File: config.mk
export PLATFORM = sky130hd
export DESIGN_NAME = overvoltage_fault_response
export DESIGN_NICKNAME = d
export VERILOG_FILES = /design/src/hdl/ovf_pkg.sv /design/src/hdl/ovf_delay_timer.sv /design/src/hdl/overvoltage_fault_response.sv
export SDC_FILE = /design/constraint.sdc
export NUM_CORES = 1
export LEC_CHECK = 0
export BUFFER_PORTS_ARGS = -buffer_cell sky130_fd_sc_hd__buf_2
export CAP_MARGIN = 20
export CORE_MARGIN = 2
export CORE_UTILIZATION = 45
export CTS_CLUSTER_SIZE = 20
export DETAILED_ROUTE_END_ITERATION = 7
export PLACE_DENSITY = 0.73
export SETUP_SLACK_MARGIN = 0.3
export SKIP_LAST_GASP = 1
export SLEW_MARGIN = 5
export SYNTH_ARGS = -nofsm -noshare
export SYNTH_HDL_FRONTEND = slang
export SYNTH_HIERARCHICAL = 1
export SYNTH_SLANG_ARGS = --single-unit
File: constraint.sdc
create_clock -name clock -period 4.9 [get_ports clock]
set_clock_uncertainty 0.2 [all_clocks]
set_input_delay 0.98 -clock clock [delete_from_list [all_inputs] [get_ports clock]]
set_output_delay 0.98 -clock clock [all_outputs]
set_load 0.1 [all_outputs]
File: src/hdl/ovf_pkg.sv
package ovf_pkg;

  // Command code of the response word on the management interface
  localparam logic [7:0] CMD_OV_RESPONSE = 8'h41;
  // Command code of the delay-unit register kept outside this block
  localparam logic [7:0] CMD_DELAY_UNIT  = 8'hd2;

  // Response word layout
  localparam int RESP_MSB  = 7;
  localparam int RESP_LSB  = 6;
  localparam int RETRY_MSB = 5;
  localparam int RETRY_LSB = 3;
  localparam int DELAY_MSB = 2;
  localparam int DELAY_LSB = 0;

  // Power-on value of the response word: disable and do not retry
  localparam logic [7:0] OV_RESPONSE_RESET = 8'h80;

  // Response codes
  localparam logic [1:0] RESP_IGNORE    = 2'h0;
  localparam logic [1:0] RESP_DELAY     = 2'h1;
  localparam logic [1:0] RESP_DISABLE   = 2'h2;
  localparam logic [1:0] RESP_HOLD_OFF  = 2'h3;

  // Retry codes
  localparam logic [2:0] RETRY_NONE       = 3'h0;
  localparam logic [2:0] RETRY_CONTINUOUS = 3'h7;

  // Width of the delay-unit length, in clock cycles
  localparam int UNIT_W = 16;
  localparam int MULT_W = 8;

  // Controller states
  typedef enum logic [2:0] {
    ST_RUN   = 3'b000,  // Converting, no fault action pending
    ST_DELAY = 3'b001,  // Fault seen, still converting for the delay
    ST_HOLD  = 3'b010,  // Off while the fault lasts
    ST_WAIT  = 3'b011,  // Off, waiting for the next restart
    ST_TRY   = 3'b100,  // Restart attempt in progress
    ST_LATCH = 3'b101,  // Off until the fault is cleared
    ST_OFF   = 3'b110   // Commanded off
  } ovf_state_e;

  // Delay multiplier: two raised to the delay code
  function automatic logic [MULT_W-1:0] delay_mult(input logic [2:0] code);
    delay_mult = MULT_W'(1) << code;
  endfunction : delay_mult

  // Output stage is driven in these states only
  function automatic logic state_drives(input ovf_state_e st);
    state_drives = (st == ST_RUN) || (st == ST_DELAY) || (st == ST_TRY);
  endfunction : state_drives

endpackage : ovf_pkg

File: src/hdl/ovf_delay_timer.sv
`timescale 1ns/1ps
module ovf_delay_timer (
  input  wire logic                        clock,       // System clock
  input  wire logic                        nrst,        // Async reset, active low
  input  wire logic                        start,       // Restart the count
  input  wire logic [ovf_pkg::UNIT_W-1:0]  unit_cycles, // Cycles per delay unit
  input  wire logic [2:0]                  code,        // Delay code
  output logic                             done         // One-cycle end pulse
);
  import ovf_pkg::*;

  logic                busy_ff;
  logic [UNIT_W-1:0]   pre_ff;
  logic [MULT_W-1:0]   units_ff;
  logic [2:0]          code_ff;
  logic [UNIT_W-1:0]   unit_ff;
  wire  logic [UNIT_W-1:0] unit_last;
  wire  logic              unit_tick;
  wire  logic              last_unit;

  // A zero unit length would never tick, so it counts as one cycle
  assign unit_last = (unit_ff == '0) ? '0 : unit_ff - UNIT_W'(1);
  assign unit_tick = busy_ff && (pre_ff == unit_last);
  assign last_unit = (units_ff == delay_mult(code_ff) - MULT_W'(1));

  // Prescaler makes the unit tick, unit counter makes the multiple
  always_ff @(posedge clock or negedge nrst) begin
    if (!nrst) begin
      busy_ff  <= 1'b0;
      pre_ff   <= '0;
      units_ff <= '0;
      code_ff  <= '0;
      unit_ff  <= '0;
      done     <= 1'b0;
    end else if (start) begin
      busy_ff  <= 1'b1;
      pre_ff   <= '0;
      units_ff <= '0;
      code_ff  <= code;         // Settings frozen so a write cannot stretch a running wait
      unit_ff  <= unit_cycles;
      done     <= 1'b0;
    end else begin
      done <= unit_tick && last_unit;
      if (unit_tick) begin
        pre_ff   <= '0;
        units_ff <= units_ff + MULT_W'(1);
        if (last_unit) begin
          busy_ff <= 1'b0;
        end
      end else if (busy_ff) begin
        pre_ff <= pre_ff + UNIT_W'(1);
      end
    end
  end

endmodule : ovf_delay_timer

File: src/hdl/overvoltage_fault_response.sv
`timescale 1ns/1ps
module overvoltage_fault_response (
  input  wire logic                        clock,         // System clock, 250 MHz
  input  wire logic                        nrst,          // Async reset, active low
  input  wire logic                        ov_fault,      // Over-voltage detect, synchronous
  input  wire logic [7:0]                  cmd_code,      // Management command code
  input  wire logic                        cmd_wr,        // Write strobe for cmd_code
  input  wire logic [7:0]                  cmd_wr_data,   // Write data byte
  input  wire logic                        status_clear,  // Clear of the fault status bit
  input  wire logic                        clear_all,     // Clear-all-faults command
  input  wire logic                        operation_on,  // On/off from the operation command
  input  wire logic                        ctrl_pin,      // Control pin, asynchronous
  input  wire logic                        other_shutdown,// Another fault shut the unit down
  input  wire logic [ovf_pkg::UNIT_W-1:0]  unit_cycles,   // Delay unit in clock cycles
  output logic [7:0]                       config_q,      // Response word read-back
  output logic                             out_enable,    // Enable toward power stage
  output logic                             restart_req,   // One-cycle restart request
  output logic                             fault_active,  // Fault handling in progress
  output ovf_pkg::ovf_state_e              state_q        // Current controller state
);
  import ovf_pkg::*;

  logic       ctrl_meta_ff;
  logic       ctrl_sync_ff;
  logic       run_cmd_ff;
  logic [2:0] count_ff;
  logic [2:0] nxt_count;
  ovf_state_e nxt_state;
  logic       nxt_restart;
  logic       tmr_start;
  wire  logic tmr_done;

  // Field decode of the response word
  wire logic [1:0] resp_mode  = config_q[RESP_MSB:RESP_LSB];
  wire logic [2:0] retry_code = config_q[RETRY_MSB:RETRY_LSB];
  wire logic [2:0] delay_code = config_q[DELAY_MSB:DELAY_LSB];
  wire logic       cfg_hit    = cmd_wr && (cmd_code == CMD_OV_RESPONSE);

  // Run command and its clear conditions
  wire logic run_cmd   = operation_on && ctrl_sync_ff;
  wire logic run_rise  = run_cmd && !run_cmd_ff;
  wire logic clear_evt = status_clear || clear_all || run_rise;
  wire logic retry_cont = (retry_code == RETRY_CONTINUOUS);
  wire logic retry_left = retry_cont || (count_ff < retry_code);

  // Control pin crosses in through two flops before anything reads it
  always_ff @(posedge clock or negedge nrst) begin
    if (!nrst) begin
      ctrl_meta_ff <= 1'b0;
      ctrl_sync_ff <= 1'b0;
    end else begin
      ctrl_meta_ff <= ctrl_pin;
      ctrl_sync_ff <= ctrl_meta_ff;
    end
  end

  // Response word; reset restores the power-on response
  always_ff @(posedge clock or negedge nrst) begin
    if (!nrst) begin
      config_q <= OV_RESPONSE_RESET;
    end else if (cfg_hit) begin
      config_q <= cmd_wr_data;
    end
  end

  // Delay and retry spacing share one timer; unit length comes in from outside
  ovf_delay_timer u_timer (
    .clock       (clock),
    .nrst        (nrst),
    .start       (tmr_start),
    .unit_cycles (unit_cycles),
    .code        (delay_code),
    .done        (tmr_done)
  );

  // Next state. Off command and other shutdowns outrank the fault response.
  always_comb begin
    nxt_state   = state_q;
    nxt_count   = count_ff;
    nxt_restart = 1'b0;
    tmr_start   = 1'b0;
    if (!run_cmd) begin
      nxt_state = ST_OFF;
      nxt_count = '0;
    end else if (other_shutdown) begin
      nxt_state = ST_LATCH;
    end else begin
      unique case (state_q)
        ST_OFF: begin
          nxt_state = ST_RUN;
          nxt_count = '0;
        end
        ST_RUN: begin
          if (ov_fault) begin
            unique case (resp_mode)
              RESP_IGNORE: begin
                nxt_state = ST_RUN;
              end
              RESP_DELAY: begin
                nxt_state = ST_DELAY;
                tmr_start = 1'b1;
              end
              RESP_DISABLE: begin
                if (retry_code == RETRY_NONE) begin
                  nxt_state = ST_LATCH;
                end else begin
                  nxt_state = ST_WAIT;
                  tmr_start = 1'b1;
                end
              end
              RESP_HOLD_OFF: begin
                nxt_state = ST_HOLD;
              end
            endcase
          end
        end
        ST_DELAY: begin
          if (tmr_done) begin
            if (!ov_fault) begin
              nxt_state = ST_RUN;
            end else if (retry_code == RETRY_NONE) begin
              nxt_state = ST_LATCH;
            end else begin
              nxt_state = ST_WAIT;
              tmr_start = 1'b1;
            end
          end
        end
        ST_HOLD: begin
          if (!ov_fault) begin
            nxt_state = ST_RUN;
          end
        end
        ST_WAIT: begin
          if (clear_evt) begin
            nxt_state = ST_RUN;
            nxt_count = '0;
          end else if (tmr_done) begin
            nxt_state   = ST_TRY;
            nxt_restart = 1'b1;
            tmr_start   = 1'b1;
            if (!retry_cont) begin
              nxt_count = count_ff + 3'h1;
            end
          end
        end
        ST_TRY: begin
          if (ov_fault) begin
            if (retry_left) begin
              nxt_state = ST_WAIT;
              tmr_start = 1'b1;
            end else begin
              nxt_state = ST_LATCH;
            end
          end else if (tmr_done) begin
            nxt_state = ST_RUN;                                // Restart held for a full delay
            nxt_count = '0;
          end
        end
        ST_LATCH: begin
          if (clear_evt) begin
            nxt_state = ST_RUN;
            nxt_count = '0;
          end
        end
        default: begin
          nxt_state = ST_LATCH;                                // Unused code fails safe
        end
      endcase
    end
  end

  // State and outputs; enable is registered from the next state so it matches state_q
  always_ff @(posedge clock or negedge nrst) begin
    if (!nrst) begin
      state_q      <= ST_OFF;
      count_ff     <= '0;
      run_cmd_ff   <= 1'b0;
      out_enable   <= 1'b0;
      restart_req  <= 1'b0;
      fault_active <= 1'b0;
    end else begin
      state_q      <= nxt_state;
      count_ff     <= nxt_count;
      run_cmd_ff   <= run_cmd;
      out_enable   <= state_drives(nxt_state);
      restart_req  <= nxt_restart;
      fault_active <= (nxt_state != ST_RUN) && (nxt_state != ST_OFF);
    end
  end

  // Checks: guard means no higher-priority event in the same cycle
  wire logic guard = run_cmd && !other_shutdown;

  a_ignore_keeps_on: assert property (@(posedge clock) disable iff (!nrst)
    (guard && state_q == ST_RUN && resp_mode == RESP_IGNORE && ov_fault)
      |=> (state_q == ST_RUN && out_enable))
    else $error("ignored fault interrupted the output");

  a_delay_runs_on: assert property (@(posedge clock) disable iff (!nrst)
    (guard && state_q == ST_RUN && resp_mode == RESP_DELAY && ov_fault)
      |=> (state_q == ST_DELAY && out_enable))
    else $error("delayed response did not keep converting");

  a_delay_expiry: assert property (@(posedge clock) disable iff (!nrst)
    (guard && state_q == ST_DELAY && tmr_done && ov_fault && retry_code != RETRY_NONE)
      |=> (state_q == ST_WAIT && !out_enable))
    else $error("fault at delay end did not start retry policy");

  a_disable_now: assert property (@(posedge clock) disable iff (!nrst)
    (guard && state_q == ST_RUN && resp_mode == RESP_DISABLE && ov_fault)
      |=> !out_enable)
    else $error("disable response left output enabled");

  a_hold_release: assert property (@(posedge clock) disable iff (!nrst)
    (guard && state_q == ST_HOLD && !ov_fault) |=> (out_enable && state_q == ST_RUN))
    else $error("hold-off did not release when fault went away");

  a_clear_latch: assert property (@(posedge clock) disable iff (!nrst)
    (guard && state_q == ST_LATCH && clear_evt) |=> (state_q == ST_RUN && count_ff == 3'h0))
    else $error("clear event did not release latched fault");

  a_no_retry: assert property (@(posedge clock) disable iff (!nrst)
    (guard && state_q == ST_RUN && resp_mode == RESP_DISABLE && ov_fault
      && retry_code == RETRY_NONE) |=> (state_q == ST_LATCH && !restart_req))
    else $error("zero retry setting did not latch off");

  a_retry_limit: assert property (@(posedge clock) disable iff (!nrst)
    (guard && state_q == ST_TRY && ov_fault && !retry_cont && count_ff >= retry_code)
      |=> (state_q == ST_LATCH && !out_enable))
    else $error("retry limit exceeded");

  a_continuous: assert property (@(posedge clock) disable iff (!nrst)
    (guard && state_q == ST_TRY && ov_fault && retry_cont) |=> (state_q == ST_WAIT))
    else $error("continuous retry stopped");

  a_restart_pulse: assert property (@(posedge clock) disable iff (!nrst)
    (guard && state_q == ST_WAIT && tmr_done && !clear_evt)
      |=> (restart_req && out_enable) ##1 !restart_req)
    else $error("restart request not a single pulse at wait end");

  a_off_stops: assert property (@(posedge clock) disable iff (!nrst)
    (!run_cmd) |=> (state_q == ST_OFF && !out_enable && !restart_req))
    else $error("off command did not stop the output");

  a_delay_waits: assert property (@(posedge clock) disable iff (!nrst)
    (guard && state_q == ST_DELAY && !tmr_done) |=> (state_q == ST_DELAY && out_enable))
    else $error("delay response ended before its time");

  a_hold_stays: assert property (@(posedge clock) disable iff (!nrst)
    (guard && state_q == ST_HOLD && ov_fault) |=> (state_q == ST_HOLD && !out_enable))
    else $error("hold-off released while fault present");

  a_latch_holds: assert property (@(posedge clock) disable iff (!nrst)
    (guard && state_q == ST_LATCH && !clear_evt) |=> (state_q == ST_LATCH && !restart_req))
    else $error("latched fault left without a clear");

  a_count_step: assert property (@(posedge clock) disable iff (!nrst)
    (guard && state_q == ST_WAIT && tmr_done && !clear_evt && !retry_cont)
      |=> (count_ff == $past(count_ff) + 3'h1))
    else $error("restart attempt not counted");

  a_count_frozen: assert property (@(posedge clock) disable iff (!nrst)
    (guard && state_q == ST_WAIT && tmr_done && !clear_evt && retry_cont)
      |=> $stable(count_ff))
    else $error("continuous retry changed the attempt count");

  a_req_in_try: assert property (@(posedge clock) disable iff (!nrst)
    restart_req |-> (state_q == ST_TRY && out_enable))
    else $error("restart request outside a restart attempt");

  a_retry_again: assert property (@(posedge clock) disable iff (!nrst)
    (guard && state_q == ST_TRY && ov_fault && !retry_cont && count_ff < retry_code)
      |=> (state_q == ST_WAIT && !out_enable))
    else $error("failed attempt with retries left did not wait");

  a_shutdown_latch: assert property (@(posedge clock) disable iff (!nrst)
    (run_cmd && other_shutdown) |=> (state_q == ST_LATCH && !out_enable && fault_active))
    else $error("other shutdown did not latch the output off");

  a_enable_follows: assert property (@(posedge clock) disable iff (!nrst)
    out_enable == state_drives(state_q))
    else $error("output enable does not match the state");

endmodule : overvoltage_fault_response

==> results.md <==
* Run status: finished clean
* Initial core utilization at 46.4%
* Final Hold Violating Endpoints at 0
* Beginning of the worst register-to-register path: u_timer/unit_ff[0]
* Final antenna-violating net count at 0
* Mapped Nets at 526
* RSZ-0062 raised after global routing: false
* 1st-pass router iterations at 5
* Final cycle utilization of the critical path at 78.0%
* Clock tree sinks at 65
* Rel. slew slack at about 46%
* Distinct cell type count of the synthesized netlist at 69
* Most frequent cells after synthesis: sky130_fd_sc_hd__dfrtp_1 (62), sky130_fd_sc_hd__nor2_1 (50), sky130_fd_sc_hd__nand2_1 (34)
* Placement Setup Slack at 1120 ps
* Initial drt markers at approximately 280
* Half-perimeter wire length after detailed placement at ~7500 µm
* Average detailed-routed wire length per instance at 15.3 µm
* Slew Viols, Final at 0
* Worst Hold Path EP: ctrl_sync_ff
* Post-CTS clock slew at the launch and capture registers of the worst setup and hold paths at 80 ps
* Deepest level of the CTS H-tree at 3
* Global placer's final weighted congestion at 0.995
* Min-Delay Path Class: reg2reg
* Final instance area at 0.00492 mm²
* Bufs on Longest Clock Path at 2
* Via count of the first global-routing pass at about 3600
* Power per unit of standard cell area at 265 mW/mm²
* Cts bufs inserted at 9
* Total die area at 0.0104 mm²
* Row cnt at 35
* Cell type with the highest aggregate area in the netlist: sky130_fd_sc_hd__dfrtp_1
* Endpoint of the worst-slack reg-to-reg timing path: u_timer/units_ff[7]
* Post-CTS repair timing setup buffer count at 0
* Net switching share of the total power at 29.0%
* Primary flip-flop cell chosen by synthesis mapping: sky130_fd_sc_hd__dfrtp_1
* Cell area after technology mapping at 0.00431 mm²
* Gate Count Post-Synth at about 470
* Share of the synthesized area in the top cell type at 36.0%
* TritonCTS clock tree: yes
* Reported max-cap violation count at 0
* Setup total negative slack at 0 ps
* Total congestion overflow at 0
* Cell with the most instances after synthesis: sky130_fd_sc_hd__dfrtp_1
* Least setup slack across all paths after layout at roughly 1100 ps
* DP Area at between 0.004 and 0.005 mm²
* Number of gates given a new drive strength after cts at 0
* Start point of the critical path: u_timer/unit_ff[0]
* Part of the total power dissipated in combinational logic at between 10% and 20%
* # port buffers at 54
* Hold buffers post-CTS at 0
* Area inside the core boundary at 0.00928 mm²
* Mean cell area of the mapped netlist at 9.11 µm²
* Part of the Yosys area used for sequential elements at 37.8%
* Achievable Freq at ~260 MHz
* Critical path class: reg2reg
* Clk network pwr share at 39.9%
* Number of vias per cell at 5.74
* Top-Level Pins at 55
* Insertion delay of the later-clocked pin in the worst-skew pair at roughly 350 ps
* Number of flops mapped to enable cells by yosys at 0
* Master cell of the clock root buffer: sky130_fd_sc_hd__clkbuf_8
* Hold depth at 0
* Synthesis-to-finish area growth at 14.2%
* Antenna violations before repair at 0
* First-pass GRT wire length at 17000 µm
* # DRC at 0
* Largest net degree at the start of global routing at 66
* Detailed-route via count at 3766
* Sequential power share at 45.7%
* Required time worst endpoint at 4930 ps
* Reported net switching power at between 0.0003 and 0.0004 W
* Total length of routed wires at 10000 µm
* Number of synthesized register bits at 65
* Leakage power at 2.16 nW
* Arr. time, crit path at 3850 ps
* Worst setup SP type: flip-flop
* Time the final worst path needs with I/O delays and setup at 3820 ps
* Final-layout fill cell count at 873
* Top area cells in the synthesized netlist: sky130_fd_sc_hd__dfrtp_1 (36%), sky130_fd_sc_hd__mux2_2 (7.1%), sky130_fd_sc_hd__xor2_1 (4.5%), sky130_fd_sc_hd__nor2_1 (4.4%), sky130_fd_sc_hd__ha_1 (3.5%)
* Die height at 102 µm
* Final setup vio count at 0
* Antenna Diode Count at 0
* Synth async-reset ratio at 100%
* Fraction of final layout cells sized beyond drive strength 1 at about 22%
* Worst-Margin Slew at ~810 ps
* VDD IR max at between 0.15 and 0.2 mV
* Internal power component at 0.000928 W
* GRT Util Overall at 20.7%
* Nature of the critical path endpoint: flip-flop
* Final #Nets at between 500 and 600
* Maximum fanout count along the critical path at 12
* Die Wd at roughly 100 µm
* Startpoint of the lowest-slack hold path: ctrl_meta_ff
* Length in cells of the worst reg-to-reg path at 10
* Yosys warning count at 6
* Register-to-register path setup slack at 1080 ps
-- area by class of cell --
class	instances	area (µm²)	share of cell area [%]
clock inverters	6	91.3	1.86
flip-flops and latches	65	1630	33.1
well taps	129	161	3.28
clock buffers	10	138	2.80
repair buffers	59	308	6.25
inverters	18	67.6	1.37
multi-input cells	369	2530	51.3
-- metrics by stage --
step / std cells / hold slack, ps / util [%] / power, W
2_1_floorplan: 473 / 131 / - / 0.000729
3_3_place_gp: 640 / 139 / 50.6 / 0.000786
3_5_place_dp: 640 / 143 / 50.6 / 0.000793
4_1_cts: 656 / 161 / 53.0 / 0.00132
5_1_grt: 656 / 167 / 53.0 / 0.00137
6_report: 656 / 159 / 53.0 / 0.00131
-- cell families after synthesis --
kind of cell | after synthesis | synth area share [%]
flip-flops | 65 | 37.8
AO/OA/AOI/OAI | 85 | 13.3
AND/OR/NAND/NOR | 205 | 25.7
multiplexers | 31 | 8.01
buffers and inverters | 39 | 3.69
XOR/XNOR | 36 | 7.98
adder cells (fa/ha/maj) | 12 | 3.48
-- cell usage in the layout, fill, tap and decap left out, types with 4 or more instances in the layout --
cell type,Yosys,layout
sky130_fd_sc_hd__dfrtp_1,62,62
sky130_fd_sc_hd__buf_2,4,54
sky130_fd_sc_hd__nor2_1,50,50
sky130_fd_sc_hd__nand2_1,34,34
sky130_fd_sc_hd__mux2_2,27,27
sky130_fd_sc_hd__o21ai_0,23,23
sky130_fd_sc_hd__xor2_1,22,22
sky130_fd_sc_hd__a21oi_1,19,19
sky130_fd_sc_hd__nand3_1,18,18
sky130_fd_sc_hd__inv_1,17,17
sky130_fd_sc_hd__nand4_1,16,16
sky130_fd_sc_hd__nor3_1,14,14
sky130_fd_sc_hd__ha_1,12,12
sky130_fd_sc_hd__xnor2_1,12,12
sky130_fd_sc_hd__clkbuf_8,0,10
sky130_fd_sc_hd__nor2b_1,9,9
sky130_fd_sc_hd__nand2b_1,9,9
sky130_fd_sc_hd__nor3b_1,7,7
sky130_fd_sc_hd__nor4_1,7,7
sky130_fd_sc_hd__or3_1,6,6
sky130_fd_sc_hd__a31oi_1,5,5
sky130_fd_sc_hd__or4_1,5,5
sky130_fd_sc_hd__nand3b_1,5,5
sky130_fd_sc_hd__buf_4,0,5
sky130_fd_sc_hd__and3_1,5,5
sky130_fd_sc_hd__o211ai_1,4,4
-- power groups by stage --
| stage | clock (W) | combinational (W) | sequential, W |
|---|---|---|---|
| global route | 0.000558 | 0.000207 | 0.000601 |
| global placement | 0 | 0.000182 | 0.000604 |
| detailed placement | 0 | 0.000188 | 0.000605 |
| floorplan | 0 | 0.0000931 | 0.000636 |
| CTS | 0.000533 | 0.000189 | 0.000595 |
| finish | 0.000521 | 0.000189 | 0.000597 |
-- worst max-delay path: stages, from the launching register on --
cell,delay [ps]
sky130_fd_sc_hd__dfrtp_1,450
sky130_fd_sc_hd__inv_1,130
sky130_fd_sc_hd__ha_1,380
sky130_fd_sc_hd__inv_1,100
sky130_fd_sc_hd__or4_4,560
sky130_fd_sc_hd__xor2_1,180
sky130_fd_sc_hd__or4b_1,530
sky130_fd_sc_hd__a32oi_1,220
sky130_fd_sc_hd__nand4_1,130
sky130_fd_sc_hd__or4_1,500
sky130_fd_sc_hd__mux2_1,320
-- how the worst max path moves through the flow --
stage	to	slack (ps)	depth (start not counted)
after global routing	u_timer/units_ff[7]	810	8
final	u_timer/units_ff[7]	1080	10
after CTS	u_timer/units_ff[7]	1110	10
after global placement	u_timer/units_ff[7]	1150	10
after floorplan	u_timer/unit_ff[10]	1000	11
after detailed placement	u_timer/units_ff[7]	1120	10
-- registers in the layout (all words and copies together) (netlist names) --
register / flops
config_q: 8
count_ff: 3
ctrl_meta_ff: 1
ctrl_sync_ff: 1
fault_active: 1
out_enable: 1
restart_req: 1
run_cmd_ff: 1
state_q: 3
u_timer/busy_ff: 1
u_timer/code_ff: 3
u_timer/done: 1
u_timer/pre_ff: 16
u_timer/unit_ff: 16
u_timer/units_ff: 8
-- routing by layer --
metal	global-route usage, %	vias up	share of wire, %
met2	33.3	134	47
met4	8.82	0	2.4
li1	-	1821	-
met3	3.56	28	6.5
met1	27.6	1783	44
met5	0	-	0
(Power assumes the default switching activity.)
